--- src/smsp_params.svh ---
// Constants for the serial master/slave port: register offsets, field positions, reset values, timing.
// Assumes inclusion by the port module; holds definitions only.
//
// Notes on behaviour
// - With interrupt enable set, done, mode-fault or overrun flags raise the interrupt.
// - Port enable resets low; set connects pins; cleared by mode fault.
// - Master rate bits pick divide by 4, 8, 16, 32, 64 or 128.
// - Divider enable resets low; rate bits do nothing in slave mode.
// - Master select drives clock out, swaps data lines; cleared by mode fault.
// - Clock polarity sets clock idle level in master role; only the master drives the clock, a slave ignores the bit.
// - Phase 0 captures on first clock edge, phase 1 on second.
// - Both ends use the same polarity and phase settings.
// - Done flag sets at byte end; cleared by status read then data access.
// - While done is set, data writes are ignored until status is read.
// - Collision flag sets when data is written during a transfer.
// - Overrun sets when a byte completes with done still set; status read clears.
// - Mode fault sets on select low in master; control access then write clears.
// - Status resets to zero; bit 3 reserved and reads zero.
// - Output disable removes the data output from its pin.
// - Select management takes internal select from internal-select bit, pin ignored.
// - Master data write loads shift register and starts a byte.
// - Received byte copied to buffer at done; data reads return buffer.
`ifndef SMSP_PARAMS_SVH
`define SMSP_PARAMS_SVH

// ------------------------------------------------------------
// Register offsets
// ------------------------------------------------------------
`define SMSP_OFS_CONTROL  2'h0
`define SMSP_OFS_STATUS   2'h1
`define SMSP_OFS_DATA     2'h2

// ------------------------------------------------------------
// Field positions and reset values
// ------------------------------------------------------------
`define SMSP_CR_IRQEN   7
`define SMSP_CR_PEN     6
`define SMSP_CR_DIVEN   5
`define SMSP_CR_MASTER_SELECT_BIT    4
`define SMSP_CR_CLOCK_POLARITY_BIT    3
`define SMSP_CR_CLOCK_PHASE_BIT    2
`define SMSP_SR_DONE    7
`define SMSP_SR_WRITE_COLLISION_FLAG    6
`define SMSP_SR_OVR     5
`define SMSP_SR_MODE_FAULT_FLAG    4
`define SMSP_SR_ODIS    2
`define SMSP_SR_SSM     1
`define SMSP_SR_SSI     0
`define SMSP_CR_RESET   8'h00
`define SMSP_SR_RESET   8'h00

// ------------------------------------------------------------
// Timing
// ------------------------------------------------------------
`define SMSP_BITS_PER_BYTE 4'h8

`endif

--- src/smsp_pkg.sv ---
// Types shared by the serial master/slave port.
// Assumes the params header sits in the same folder.
package smsp_pkg;
  typedef logic [1:0] smsp_addr_t;
  typedef logic [7:0] smsp_byte_t;
  typedef enum logic [1:0]
  {
    SMSP_IDLE  = 2'b00,
    SMSP_LEAD  = 2'b01,
    SMSP_TRAIL = 2'b10
  } smsp_state_e;
endpackage

--- src/smsp_port.sv ---
// Byte-wide synchronous serial port with master or slave role and a small register port.
// Assumes a single 200 MHz ref_clk; pin inputs are asynchronous and are synchronised here.
//
// Our own choices: strobed register access and the address map.
`timescale 1ns/100ps
`include "smsp_params.svh"

module smsp_port
  import smsp_pkg::*;
#(
  parameter int SYNC_STAGES = 2
)
(
  input  wire logic              ref_clk,
  input  wire logic              rst,
  input  wire smsp_pkg::smsp_addr_t regAddr,
  input  wire smsp_pkg::smsp_byte_t regWdata,
  input  wire logic              regWrite,
  input  wire logic              regRead,
  output logic [7:0]             regRdata,
  output logic                   irq,
  input  wire logic              sckIn,
  output logic                   sckOut,
  output logic                   sckOen_n,
  input  wire logic              mosiIn,
  output logic                   mosiOut,
  output logic                   mosiOen_n,
  input  wire logic              misoIn,
  output logic                   misoOut,
  output logic                   misoOen_n,
  input  wire logic              ssPin_n,
  output logic                   portActive
);
  import smsp_pkg::*;

  initial
  begin
    if (SYNC_STAGES != 2)
      $error("Synchroniser depth must be 2.");
  end

  // ------------------------------------------------------------
  // Register state
  // ------------------------------------------------------------
  logic [7:0]  ctrl_reg;
  logic        done_reg, write_collision_flag_reg, ovr_reg, mode_fault_flag_reg;
  logic [2:0]  sel_reg;         // Output disable, select management, internal select.
  logic [7:0]  rxBuf_reg;
  logic [7:0]  shift_reg;
  logic        statusSeen_reg;  // Status read since done or collision set.
  logic        ctrlSeen_reg;    // Control accessed while mode fault set.
  smsp_state_e state_reg;
  logic [3:0]  bitCnt_reg;
  logic [6:0]  divCnt_reg;
  logic        sckLvl_reg;
  logic        txBit_reg;
  logic [1:0]  sckSync, mosiSync, misoSync, ssSync;
  logic        sckPrev_reg;

  wire isMaster = ctrl_reg[`SMSP_CR_MASTER_SELECT_BIT];
  wire enabled  = ctrl_reg[`SMSP_CR_PEN];
  wire clock_polarity_bit     = ctrl_reg[`SMSP_CR_CLOCK_POLARITY_BIT];
  wire clock_phase_bit     = ctrl_reg[`SMSP_CR_CLOCK_PHASE_BIT];

  // ------------------------------------------------------------
  // Pin synchronisers
  // ------------------------------------------------------------
  // Two flops per pin; only the second stage is read elsewhere.
  always_ff @(posedge ref_clk or posedge rst)
  begin
    if (rst)
    begin
      sckSync  <= 2'h0;
      mosiSync <= 2'h0;
      misoSync <= 2'h0;
      ssSync   <= 2'h3;
    end
    else
    begin
      sckSync  <= {sckSync[0], sckIn};
      mosiSync <= {mosiSync[0], mosiIn};
      misoSync <= {misoSync[0], misoIn};
      ssSync   <= {ssSync[0], ssPin_n};
    end
  end

  // Internal select: pin or software bit, low means selected.
  wire ssInt_n  = sel_reg[1] ? sel_reg[0] : ssSync[1];
  wire faultHit = enabled && isMaster && !ssInt_n;

  // Half-period in clocks, minus one: divide ratio over two.
  function automatic logic [6:0] halfDiv(input logic [2:0] sel);
    case (sel)
      3'b100:  halfDiv = 7'h01;  // Divide by 4.
      3'b000:  halfDiv = 7'h03;  // Divide by 8.
      3'b001:  halfDiv = 7'h07;  // Divide by 16.
      3'b110:  halfDiv = 7'h0F;  // Divide by 32.
      3'b010:  halfDiv = 7'h1F;  // Divide by 64.
      3'b011:  halfDiv = 7'h3F;  // Divide by 128.
      default: halfDiv = 7'h3F;  // Unlisted codes run slowest.
    endcase
  endfunction

  wire [6:0] halfCnt = halfDiv({ctrl_reg[`SMSP_CR_DIVEN], ctrl_reg[1:0]});

  // ------------------------------------------------------------
  // Edge sources
  // ------------------------------------------------------------
  wire busy      = (state_reg != SMSP_IDLE);
  wire mTick     = isMaster && busy && (divCnt_reg == halfCnt);
  wire sEdge     = !isMaster && enabled && !ssInt_n && (sckSync[1] != sckPrev_reg);
  wire slaveSel  = !isMaster && enabled && !ssInt_n;
  wire clkEdge   = isMaster ? mTick : sEdge;
  // Leading edge is away from idle level, trailing edge back to it.
  wire leadEdge  = clkEdge && (state_reg != SMSP_TRAIL);
  wire trailEdge = clkEdge && (state_reg == SMSP_TRAIL);
  wire rxPin     = isMaster ? misoSync[1] : mosiSync[1];
  // Phase 0 samples on leading edge, phase 1 on trailing edge.
  // Both roles read the same phase bit, and a slave takes the first edge it sees as leading,
  // so a matched pair of ends launches and captures on the same pair of edges.
  wire sampleNow = clock_phase_bit ? trailEdge : leadEdge;
  wire lastBit   = (bitCnt_reg == `SMSP_BITS_PER_BYTE - 4'h1);
  // Phase 0 ends on the last trailing edge, after the eighth sample.
  wire endByte   = trailEdge && lastBit;
  wire dataWr    = regWrite && regAddr == `SMSP_OFS_DATA;
  wire dataAcc   = (regWrite || regRead) && regAddr == `SMSP_OFS_DATA;
  wire wrBlocked = done_reg && !statusSeen_reg;
  wire startTx   = dataWr && !wrBlocked && isMaster && enabled && !busy;
  wire slaveLoad = dataWr && !wrBlocked && !isMaster && !busy;

  // ------------------------------------------------------------
  // Transfer sequencer
  // ------------------------------------------------------------
  // Each sampled bit enters the shift LSB; MSB goes out first.
  always_ff @(posedge ref_clk or posedge rst)
  begin
    if (rst)
    begin
      state_reg   <= SMSP_IDLE;
      bitCnt_reg  <= 4'h0;
      divCnt_reg  <= 7'h00;
      shift_reg   <= 8'h00;
      txBit_reg   <= 1'b0;
      sckLvl_reg  <= 1'b0;
      sckPrev_reg <= 1'b0;
    end
    else
    begin
      sckPrev_reg <= sckSync[1];
      if (!enabled || faultHit)
      begin
        state_reg  <= SMSP_IDLE;
        bitCnt_reg <= 4'h0;
        sckLvl_reg <= 1'b0;
      end
      else if (startTx || slaveLoad)
      begin
        shift_reg  <= regWdata;
        txBit_reg  <= regWdata[7];
        bitCnt_reg <= 4'h0;
        divCnt_reg <= 7'h00;
        state_reg  <= isMaster ? SMSP_LEAD : SMSP_IDLE;
      end
      else
      begin
        divCnt_reg <= mTick ? 7'h00 : (busy ? divCnt_reg + 7'h01 : 7'h00);
        // A slave arms itself on the first clock edge while selected.
        if (slaveSel && sEdge && state_reg == SMSP_IDLE)
          state_reg <= SMSP_TRAIL;
        else if (leadEdge && busy)
          state_reg <= SMSP_TRAIL;
        if (leadEdge)
          sckLvl_reg <= 1'b1;
        if (trailEdge)
        begin
          sckLvl_reg <= 1'b0;
          state_reg  <= endByte ? SMSP_IDLE : SMSP_LEAD;
          bitCnt_reg <= endByte ? 4'h0 : bitCnt_reg + 4'h1;
        end
        if (sampleNow)
          shift_reg <= {shift_reg[6:0], rxPin};
        // Launch the next bit on the edge opposite the sample.
        // In phase 0 the sample has already shifted the register, and in
        // phase 1 the launch comes before the shift, so the top bit is the
        // next one to go out in both cases.
        if (clock_phase_bit ? leadEdge : trailEdge)
          txBit_reg <= shift_reg[7];
      end
    end
  end

  // ------------------------------------------------------------
  // Master receive alignment
  // ------------------------------------------------------------
  // The return line reaches the logic two clocks after it moves on the pin.
  // At the fastest master rate the next sampling edge follows the launch
  // edge by only two clocks, so a sample on the nominal edge would still
  // see the bit before. The master therefore captures two clocks late,
  // once the synchronised line has settled, and closes the byte two clocks
  // late as well. A slave needs no delay: its clock passes the same flops
  // as its data, so both arrive together.
  // Limitation: a data write within two clocks of the last edge can start
  // a new byte before the done flag of the old one shows.
  logic [1:0] smpDly_reg;   // Delayed master sample strobes.
  logic [1:0] endDly_reg;   // Delayed master end-of-byte strobes.
  logic [7:0] rxSh_reg;     // Receive shifter, kept apart from transmit.

  wire rxShift = isMaster ? smpDly_reg[1] : sampleNow;
  wire byteEnd = isMaster ? endDly_reg[1] : endByte;

  // Both strobe pipes restart when the port is switched off or faults, so
  // no late sample lands after a byte that was cut short.
  always_ff @(posedge ref_clk or posedge rst)
  begin
    if (rst)
    begin
      smpDly_reg <= 2'h0;
      endDly_reg <= 2'h0;
    end
    else if (!enabled || faultHit)
    begin
      smpDly_reg <= 2'h0;
      endDly_reg <= 2'h0;
    end
    else
    begin
      smpDly_reg <= {smpDly_reg[0], sampleNow && isMaster};
      endDly_reg <= {endDly_reg[0], endByte && isMaster};
    end
  end

  // Received bits enter at the bottom, so the first bit ends up on top.
  always_ff @(posedge ref_clk or posedge rst)
  begin
    if (rst)
      rxSh_reg <= 8'h00;
    else if (rxShift)
      rxSh_reg <= {rxSh_reg[6:0], rxPin};
  end

  // ------------------------------------------------------------
  // Status flags and receive buffer
  // ------------------------------------------------------------
  wire stRead  = regRead && regAddr == `SMSP_OFS_STATUS;
  wire crAcc   = (regRead || regWrite) && regAddr == `SMSP_OFS_CONTROL;
  wire crWrite = regWrite && regAddr == `SMSP_OFS_CONTROL;
  // When the last capture falls on the closing cycle itself, the byte is
  // taken with that bit merged in; otherwise the shifter is already full.
  wire [7:0] rxByte = rxShift ? {rxSh_reg[6:0], rxPin} : rxSh_reg;

  // Set beats clear for every flag: a completing byte keeps done high.
  always_ff @(posedge ref_clk or posedge rst)
  begin
    if (rst)
    begin
      done_reg       <= 1'b0;
      write_collision_flag_reg       <= 1'b0;
      ovr_reg        <= 1'b0;
      statusSeen_reg <= 1'b0;
      rxBuf_reg      <= 8'h00;
    end
    else
    begin
      if (stRead)
        statusSeen_reg <= 1'b1;
      else if (dataAcc)
        statusSeen_reg <= 1'b0;
      if (dataAcc && statusSeen_reg)
      begin
        done_reg <= 1'b0;
        write_collision_flag_reg <= 1'b0;
      end
      if (stRead)
        ovr_reg <= 1'b0;
      if (dataWr && busy)
        write_collision_flag_reg <= 1'b1;
      if (byteEnd)
      begin
        if (done_reg && !(dataAcc && statusSeen_reg))
          ovr_reg <= 1'b1;
        else
          rxBuf_reg <= rxByte;
        done_reg       <= 1'b1;
        statusSeen_reg <= 1'b0;
      end
    end
  end

  // Mode fault clears on a control access seen while set, then a write.
  always_ff @(posedge ref_clk or posedge rst)
  begin
    if (rst)
    begin
      mode_fault_flag_reg     <= 1'b0;
      ctrlSeen_reg <= 1'b0;
    end
    else if (faultHit)
    begin
      mode_fault_flag_reg     <= 1'b1;
      ctrlSeen_reg <= 1'b0;
    end
    else
    begin
      if (crWrite && ctrlSeen_reg)
        mode_fault_flag_reg <= 1'b0;
      if (crAcc && mode_fault_flag_reg)
        ctrlSeen_reg <= !(crWrite && ctrlSeen_reg);
    end
  end

  // ------------------------------------------------------------
  // Control and software-owned status bits
  // ------------------------------------------------------------
  // Lower control bits have no defined reset; zero is used here.
  always_ff @(posedge ref_clk or posedge rst)
  begin
    if (rst)
    begin
      ctrl_reg <= `SMSP_CR_RESET;
      sel_reg  <= 3'h0;
    end
    else
    begin
      if (crWrite)
        ctrl_reg <= regWdata;
      if (regWrite && regAddr == `SMSP_OFS_STATUS)
        sel_reg <= regWdata[2:0];
      // Fault wins over a same-cycle control write.
      if (faultHit)
      begin
        ctrl_reg[`SMSP_CR_PEN]  <= 1'b0;
        ctrl_reg[`SMSP_CR_MASTER_SELECT_BIT] <= 1'b0;
      end
    end
  end

  // ------------------------------------------------------------
  // Read port and interrupt
  // ------------------------------------------------------------
  // Read data stand only in the cycle after the strobe.
  always_ff @(posedge ref_clk or posedge rst)
  begin
    if (rst)
      regRdata <= 8'h00;
    else if (regRead)
    begin
      case (regAddr)
        `SMSP_OFS_CONTROL: regRdata <= ctrl_reg;
        `SMSP_OFS_STATUS:  regRdata <= {done_reg, write_collision_flag_reg, ovr_reg, mode_fault_flag_reg, 1'b0, sel_reg};
        `SMSP_OFS_DATA:    regRdata <= rxBuf_reg;
        default:           regRdata <= 8'h00;
      endcase
    end
    else
      regRdata <= 8'h00;
  end

  assign irq = ctrl_reg[`SMSP_CR_IRQEN] && (done_reg || mode_fault_flag_reg || ovr_reg);

  // ------------------------------------------------------------
  // Pin drive
  // ------------------------------------------------------------
  // Enables are active low; the clock idles at the polarity level.
  assign portActive = enabled;
  assign sckOut     = sckLvl_reg ^ clock_polarity_bit;
  assign sckOen_n   = !(enabled && isMaster);
  assign mosiOut    = txBit_reg;
  assign misoOut    = txBit_reg;
  assign mosiOen_n  = !(enabled && isMaster && !sel_reg[2]);
  assign misoOen_n  = !(enabled && !isMaster && !sel_reg[2] && !ssInt_n);
endmodule

--- config.mk ---
export PLATFORM = sky130hd
export DESIGN_NAME = smsp_port
export DESIGN_NICKNAME = d
export VERILOG_FILES = /design/src/smsp_pkg.sv /design/src/smsp_port.sv
export VERILOG_INCLUDE_DIRS = /design/src
export SDC_FILE = /design/constraint.sdc
export NUM_CORES = 1
export LEC_CHECK = 0
export BUFFER_PORTS_ARGS = -buffer_cell sky130_fd_sc_hd__buf_2
export CORE_MARGIN = 2
export CORE_UTILIZATION = 59
export DETAILED_ROUTE_END_ITERATION = 16
export HOLD_SLACK_MARGIN = 0.05
export PLACE_DENSITY = 0.82
export SKIP_LAST_GASP = 1
export SLEW_MARGIN = 20
export SYNTH_ARGS = -nofsm -noshare
export SYNTH_HDL_FRONTEND = slang
export SYNTH_SLANG_ARGS = --single-unit
--- constraint.sdc ---
create_clock -name ref_clk -period 3.33 [get_ports ref_clk]
set_clock_uncertainty 0.05 [all_clocks]
set_input_delay 0.4995 -clock ref_clk [delete_from_list [all_inputs] [get_ports ref_clk]]
set_output_delay 0.4995 -clock ref_clk [all_outputs]
set_load 0.01 [all_outputs]
* Word-level counts from Yosys, hierarchy flattened
Index checks and enable logic that the tools add are counted.
** Cells by class
- Multiply operators :: 0
- Equality and inequality tests :: 12
- Shift-type cells :: 0
- Add/sub/neg operators :: 2
- Multiplexer cells :: 51
- Div/mod/pow operators :: 0
- Bitwise gates (word level) :: 3
- Magnitude comparators :: 0
- Reduce and logical (&&, ||, !) cells :: 73
** Operators by type and width (number)
- 1-bit logical AND :: 37
- 8-bit 2-to-1 mux :: 4
- 1-bit 2-to-1 mux :: 30
- 6-bit one-hot mux with 5 select lines :: 1
- 7-bit 2-to-1 mux :: 4
- 8-bit one-hot mux with 3 select lines :: 1
- 4-bit 2-to-1 mux :: 4
- 2-bit nonzero test :: 8
- 2-bit 2-to-1 mux :: 7
- 1-bit logical NOT :: 12
- 3-bit nonzero test :: 3
- 2-bit AND reduction :: 4
- 7-bit by 1-bit adder with 7-bit output, second input constant :: 1
- 7-bit == test :: 1
- 3-bit == test, second input constant :: 2
- 1-bit logical OR :: 5
- 5-bit nonzero test :: 1
- 4-bit by 1-bit adder with 4-bit output, second input constant :: 1
- 2-bit == test, second input constant :: 2
- 4-bit by 3-bit == test with 1-bit output, second input constant :: 1
- 2-bit logical NOT :: 2
- 2-bit != test, second input constant :: 2
- 3-bit by 1-bit == test with 1-bit output, second input constant :: 1
- 3-bit by 2-bit == test with 1-bit output, second input constant :: 1
- other kinds (5) :: 6
** Word-level totals
- Memories :: 0
- ROM bits :: 0
- Word-level logic and storage cells :: 166
- Output and inout bits :: 16
- Bits in registers :: 77
- Bits in writable memories :: 0
- Bits in latches :: 0

* Longest topological paths before layout
- Word-level depth :: 12
- Mapped depth :: 8
- Mapped depth without buffers :: 6

* Least setup slack after synthesis
Ideal clock, no wire load.
- Kind :: register to register
- Start point :: reg sel_reg[1]
- End point :: reg rxBuf_reg[1]
- Library setup time :: 127 ps
- Data required time :: 3153 ps
- Stages on the path, launching flop included :: 6
- Period minus slack after synthesis :: 2461 ps
- Path buffers :: 0
- Arrival :: 2283 ps
- Slack :: 869 ps
- Path through :: dfrtp_1 mux2_4 or3b_4 o41ai_4 mux2_2 mux2_1
** Between the ends
- Cells in the longest elaborated chain, start to end :: 9
- Elaborated cells between the ends (all ways) :: 13
** RTL lines
- start: declaration :: RTL line smsp_port.sv:47 : logic [2:0] sel_reg;
- start signal: assignment :: RTL line smsp_port.sv:327 : sel_reg <= regWdata[2:0];
- 1-bit 2-to-1 mux (*) :: RTL line smsp_port.sv:88 : wire ssInt_n = sel_reg[1] ? sel_reg[0] : ssSync[1];
- 1-bit logical NOT (*) :: RTL line smsp_port.sv:111 : wire sEdge = !isMaster && enabled && !ssInt_n && (sckSync[1] != sckPrev_reg);
- 1-bit logical AND (*) (2 in a row) :: RTL line smsp_port.sv:111
- 1-bit 2-to-1 mux (*) :: RTL line smsp_port.sv:113 : wire clkEdge = isMaster ? mTick : sEdge;
- 1-bit logical AND, on equally long branches :: RTL line smsp_port.sv:115, smsp_port.sv:116
- 1-bit 2-to-1 mux (*) :: RTL line smsp_port.sv:121 : wire sampleNow = clock_phase_bit ? trailEdge : leadEdge;
- 1-bit 2-to-1 mux (*) :: RTL line smsp_port.sv:208 : wire rxShift = isMaster ? smpDly_reg[1] : sampleNow;
- 8-bit 2-to-1 mux (*) :: RTL line smsp_port.sv:249 : wire [7:0] rxByte = rxShift ? {rxSh_reg[6:0], rxPin} : rxSh_reg;
- net rxByte[1] :: RTL line smsp_port.sv:249
- end signal: assignment :: RTL line smsp_port.sv:282 : rxBuf_reg <= rxByte;
- end: declaration :: RTL line smsp_port.sv:48 : logic [7:0] rxBuf_reg;
Mark *: on every way through the listed nets, which the timed path passes. The rest lies on a longest branch.
A chain may end at the register's enable or synchronous reset.

* Final worst setup path
Ends and elaborated chain as after synthesis.

==> qor.yml <==
max_cap_violations: 0
leakagePower_nw: 1.85
worstHoldPathType: "input pin to flop"
drc: 0
num_vias: 2769
cts.htree.levels: 3
synthFlopType: "dfrtp_1"
fp.dieH_um: 82.2
yosys.cell_types.count: 60
worstSetupPathType: "flop to flop"
syn_nets: 343
numPortBuffers: 33
synth_seq_cells: 77
synthTopCellsByArea: "dfrtp_1 (52%), mux2_2 (5.3%), mux2i_1 (3.3%)"
die_w_um: 82.2
hold_viol_final: 0
arrival_ns: 2.83
cts-resized-gates: 0
rows: 28
min_period_ns: 2.66
cp-end-kind: "flop"
synth_common_cells: "dfrtp_1 (75), nand2_1 (32), o21ai_0 (20), mux2_2 (17), nor2_1 (16)"
gp_congestion: 0.792
setup_viol_count_final: 0
syn_area_per_cell_um2: 11.2
synth_edf_count: 0
ir_drop_mv: 0.358
critical_path.startpoint_type: "flop"
cts_setup_buffers: 0
max_freq_mhz: 376
grt_pass1_vias: 2659
drive_above_1_share_pct: 22.9
start_util_pct: 60.9
placed_cell_area_um2: 3840
clockBufferDepth: 2
final_cells: 437
fin_crit_sh_pct: 79.9
fin_util_pct: 67.9
holdWs_ns: 0.202
clk_latency_ns: 0.35
status: "complete, no violations"
synth_top_area_share_pct: 52.1
place_hpwl_mm: 5.53
cts_buffers: 9
grt_max_degree: 42
cts_tree: "built"
wire_per_inst_um: 18.4
grt_first_pass_wirelength_mm: 12.7
clock_sinks: 77
tns_ns: 0
die-area_um2: 6750
yosysSeqAreaShare_pct: 53.5
antennaDiodeCount: 0
clk_pin_slew_ns: 0.07
final_cell_area_um2: 4020
synth_area_leader_cell: "dfrtp_1"
ys_async_sr_fraction_pct: 100
r2r_cells: 5
core_region_area_um2: 5920
ctsHoldBuffers: 0
antenna_found_initial: 0
rsz0062_at_grt: "no"
crit_fanout: 9
drv_slew: 0
synthCells: 323
hold_depth: 1
routed_wl_mm: 8.03
dp_cells: 421
fin_nets: 377
grt.total_usage_pct: 25.6
p_per_area_nw_per_um2: 588
yosys_warnings: 0
relSlewSlack_pct: 46.4
synth_area_um2: 3600
cts-root-buf: "clkbuf_8"
syn2layout_area_growth_pct: 11.5
drtPass1Iterations: 4
drt_iter0_markers: 218
yosysMostFrequentCell: "dfrtp_1"
required_ns: 3.50
ant_nets: 0
num_io_pins: 34
viasPerCell: 6.34
tightest_slew_ns: 0.802
grt_overflow: 0
==> stage by stage <==
step                      power, W  worst slack (ns)
after detailed placement   0.00170             0.665
after global placement     0.00168             0.712
after floorplan            0.00154             0.817
final                      0.00236             0.669
after global routing       0.00248             0.586
after CTS                  0.00236             0.677
==> worst paths after layout <==
kind | from | end | slack, ns
min in group asynchronous | rst | mosiSync[0] | 0.26
hold / removal | ssPin_n | ssSync[0] | 0.20
setup / recovery | sel_reg[1] | rxBuf_reg[1] | 0.67
hold reg to reg | misoSync[0] | misoSync[1] | 0.30
max in group asynchronous | rst | ssSync[1] | 2.24
setup reg to reg | sel_reg[1] | rxBuf_reg[1] | 0.67
==> critical path: stages, from the launching register on <==
cell     delay [ns]
dfrtp_1        0.41
mux2_4         0.34
or3b_4         0.43
o41ai_4        0.60
mux2_2         0.42
mux2_1         0.28
==> power breakdown <==
part           internal [W]  switching [W]  total, W
sequential          0.00104       0.000117   0.00116
clock              0.000347       0.000321  0.000668
combinational      0.000222       0.000314  0.000536
total               0.00161       0.000752   0.00236
==> metal layers <==
layer | track usage [%] | wire [µm] | vias up
met5 | 0 | 0 | -
met4 | 10.0 | 196 | 0
met3 | 7.28 | 515 | 20
met2 | 40.5 | 3900 | 118
met1 | 33.6 | 3420 | 1378
li1 | - | - | 1253
==> layout by cell type, fill, tap and decap left out, types with 5 or more instances in the layout <==
cell	count
xnor2_1	5
mux2i_1	12
and2_1	10
nand4_1	9
nor3_1	8
o21ai_0	19
o211ai_1	8
mux2_1	7
mux2_2	17
clkbuf_8	9
buf_2	33
a21oi_1	8
nand2_1	32
nor2_1	16
clkbuf_1	5
a22oi_1	8
dfrtp_1	75
nand3_1	7
nor2b_1	5
==> area by class of cell <==
type / instances / area (µm²)
clock buffers: 14 / 143
fillers: 432 / 1900
multi-input cells: 229 / 1600
well taps: 75 / 93.8
clock inverters: 2 / 35.0
flip-flops and latches: 77 / 1930
repair buffers: 37 / 208
inverters: 3 / 11.3
==> cells by family (layout without fill, tap and decap cells) <==
family / Yosys count / count (layout) / share of synthesized area (%)
AO/OA/AOI/OAI: 69 / 69 / 13.7
buffers and inverters: 17 / 56 / 2.15
multiplexers: 37 / 37 / 11.2
adder cells (fa/ha/maj): 2 / 2 / 0.694
flip-flops: 77 / 77 / 53.5
AND/OR/NAND/NOR: 114 / 114 / 16.9
XOR/XNOR: 7 / 7 / 1.70
Power figures use the tool's default switching activity.
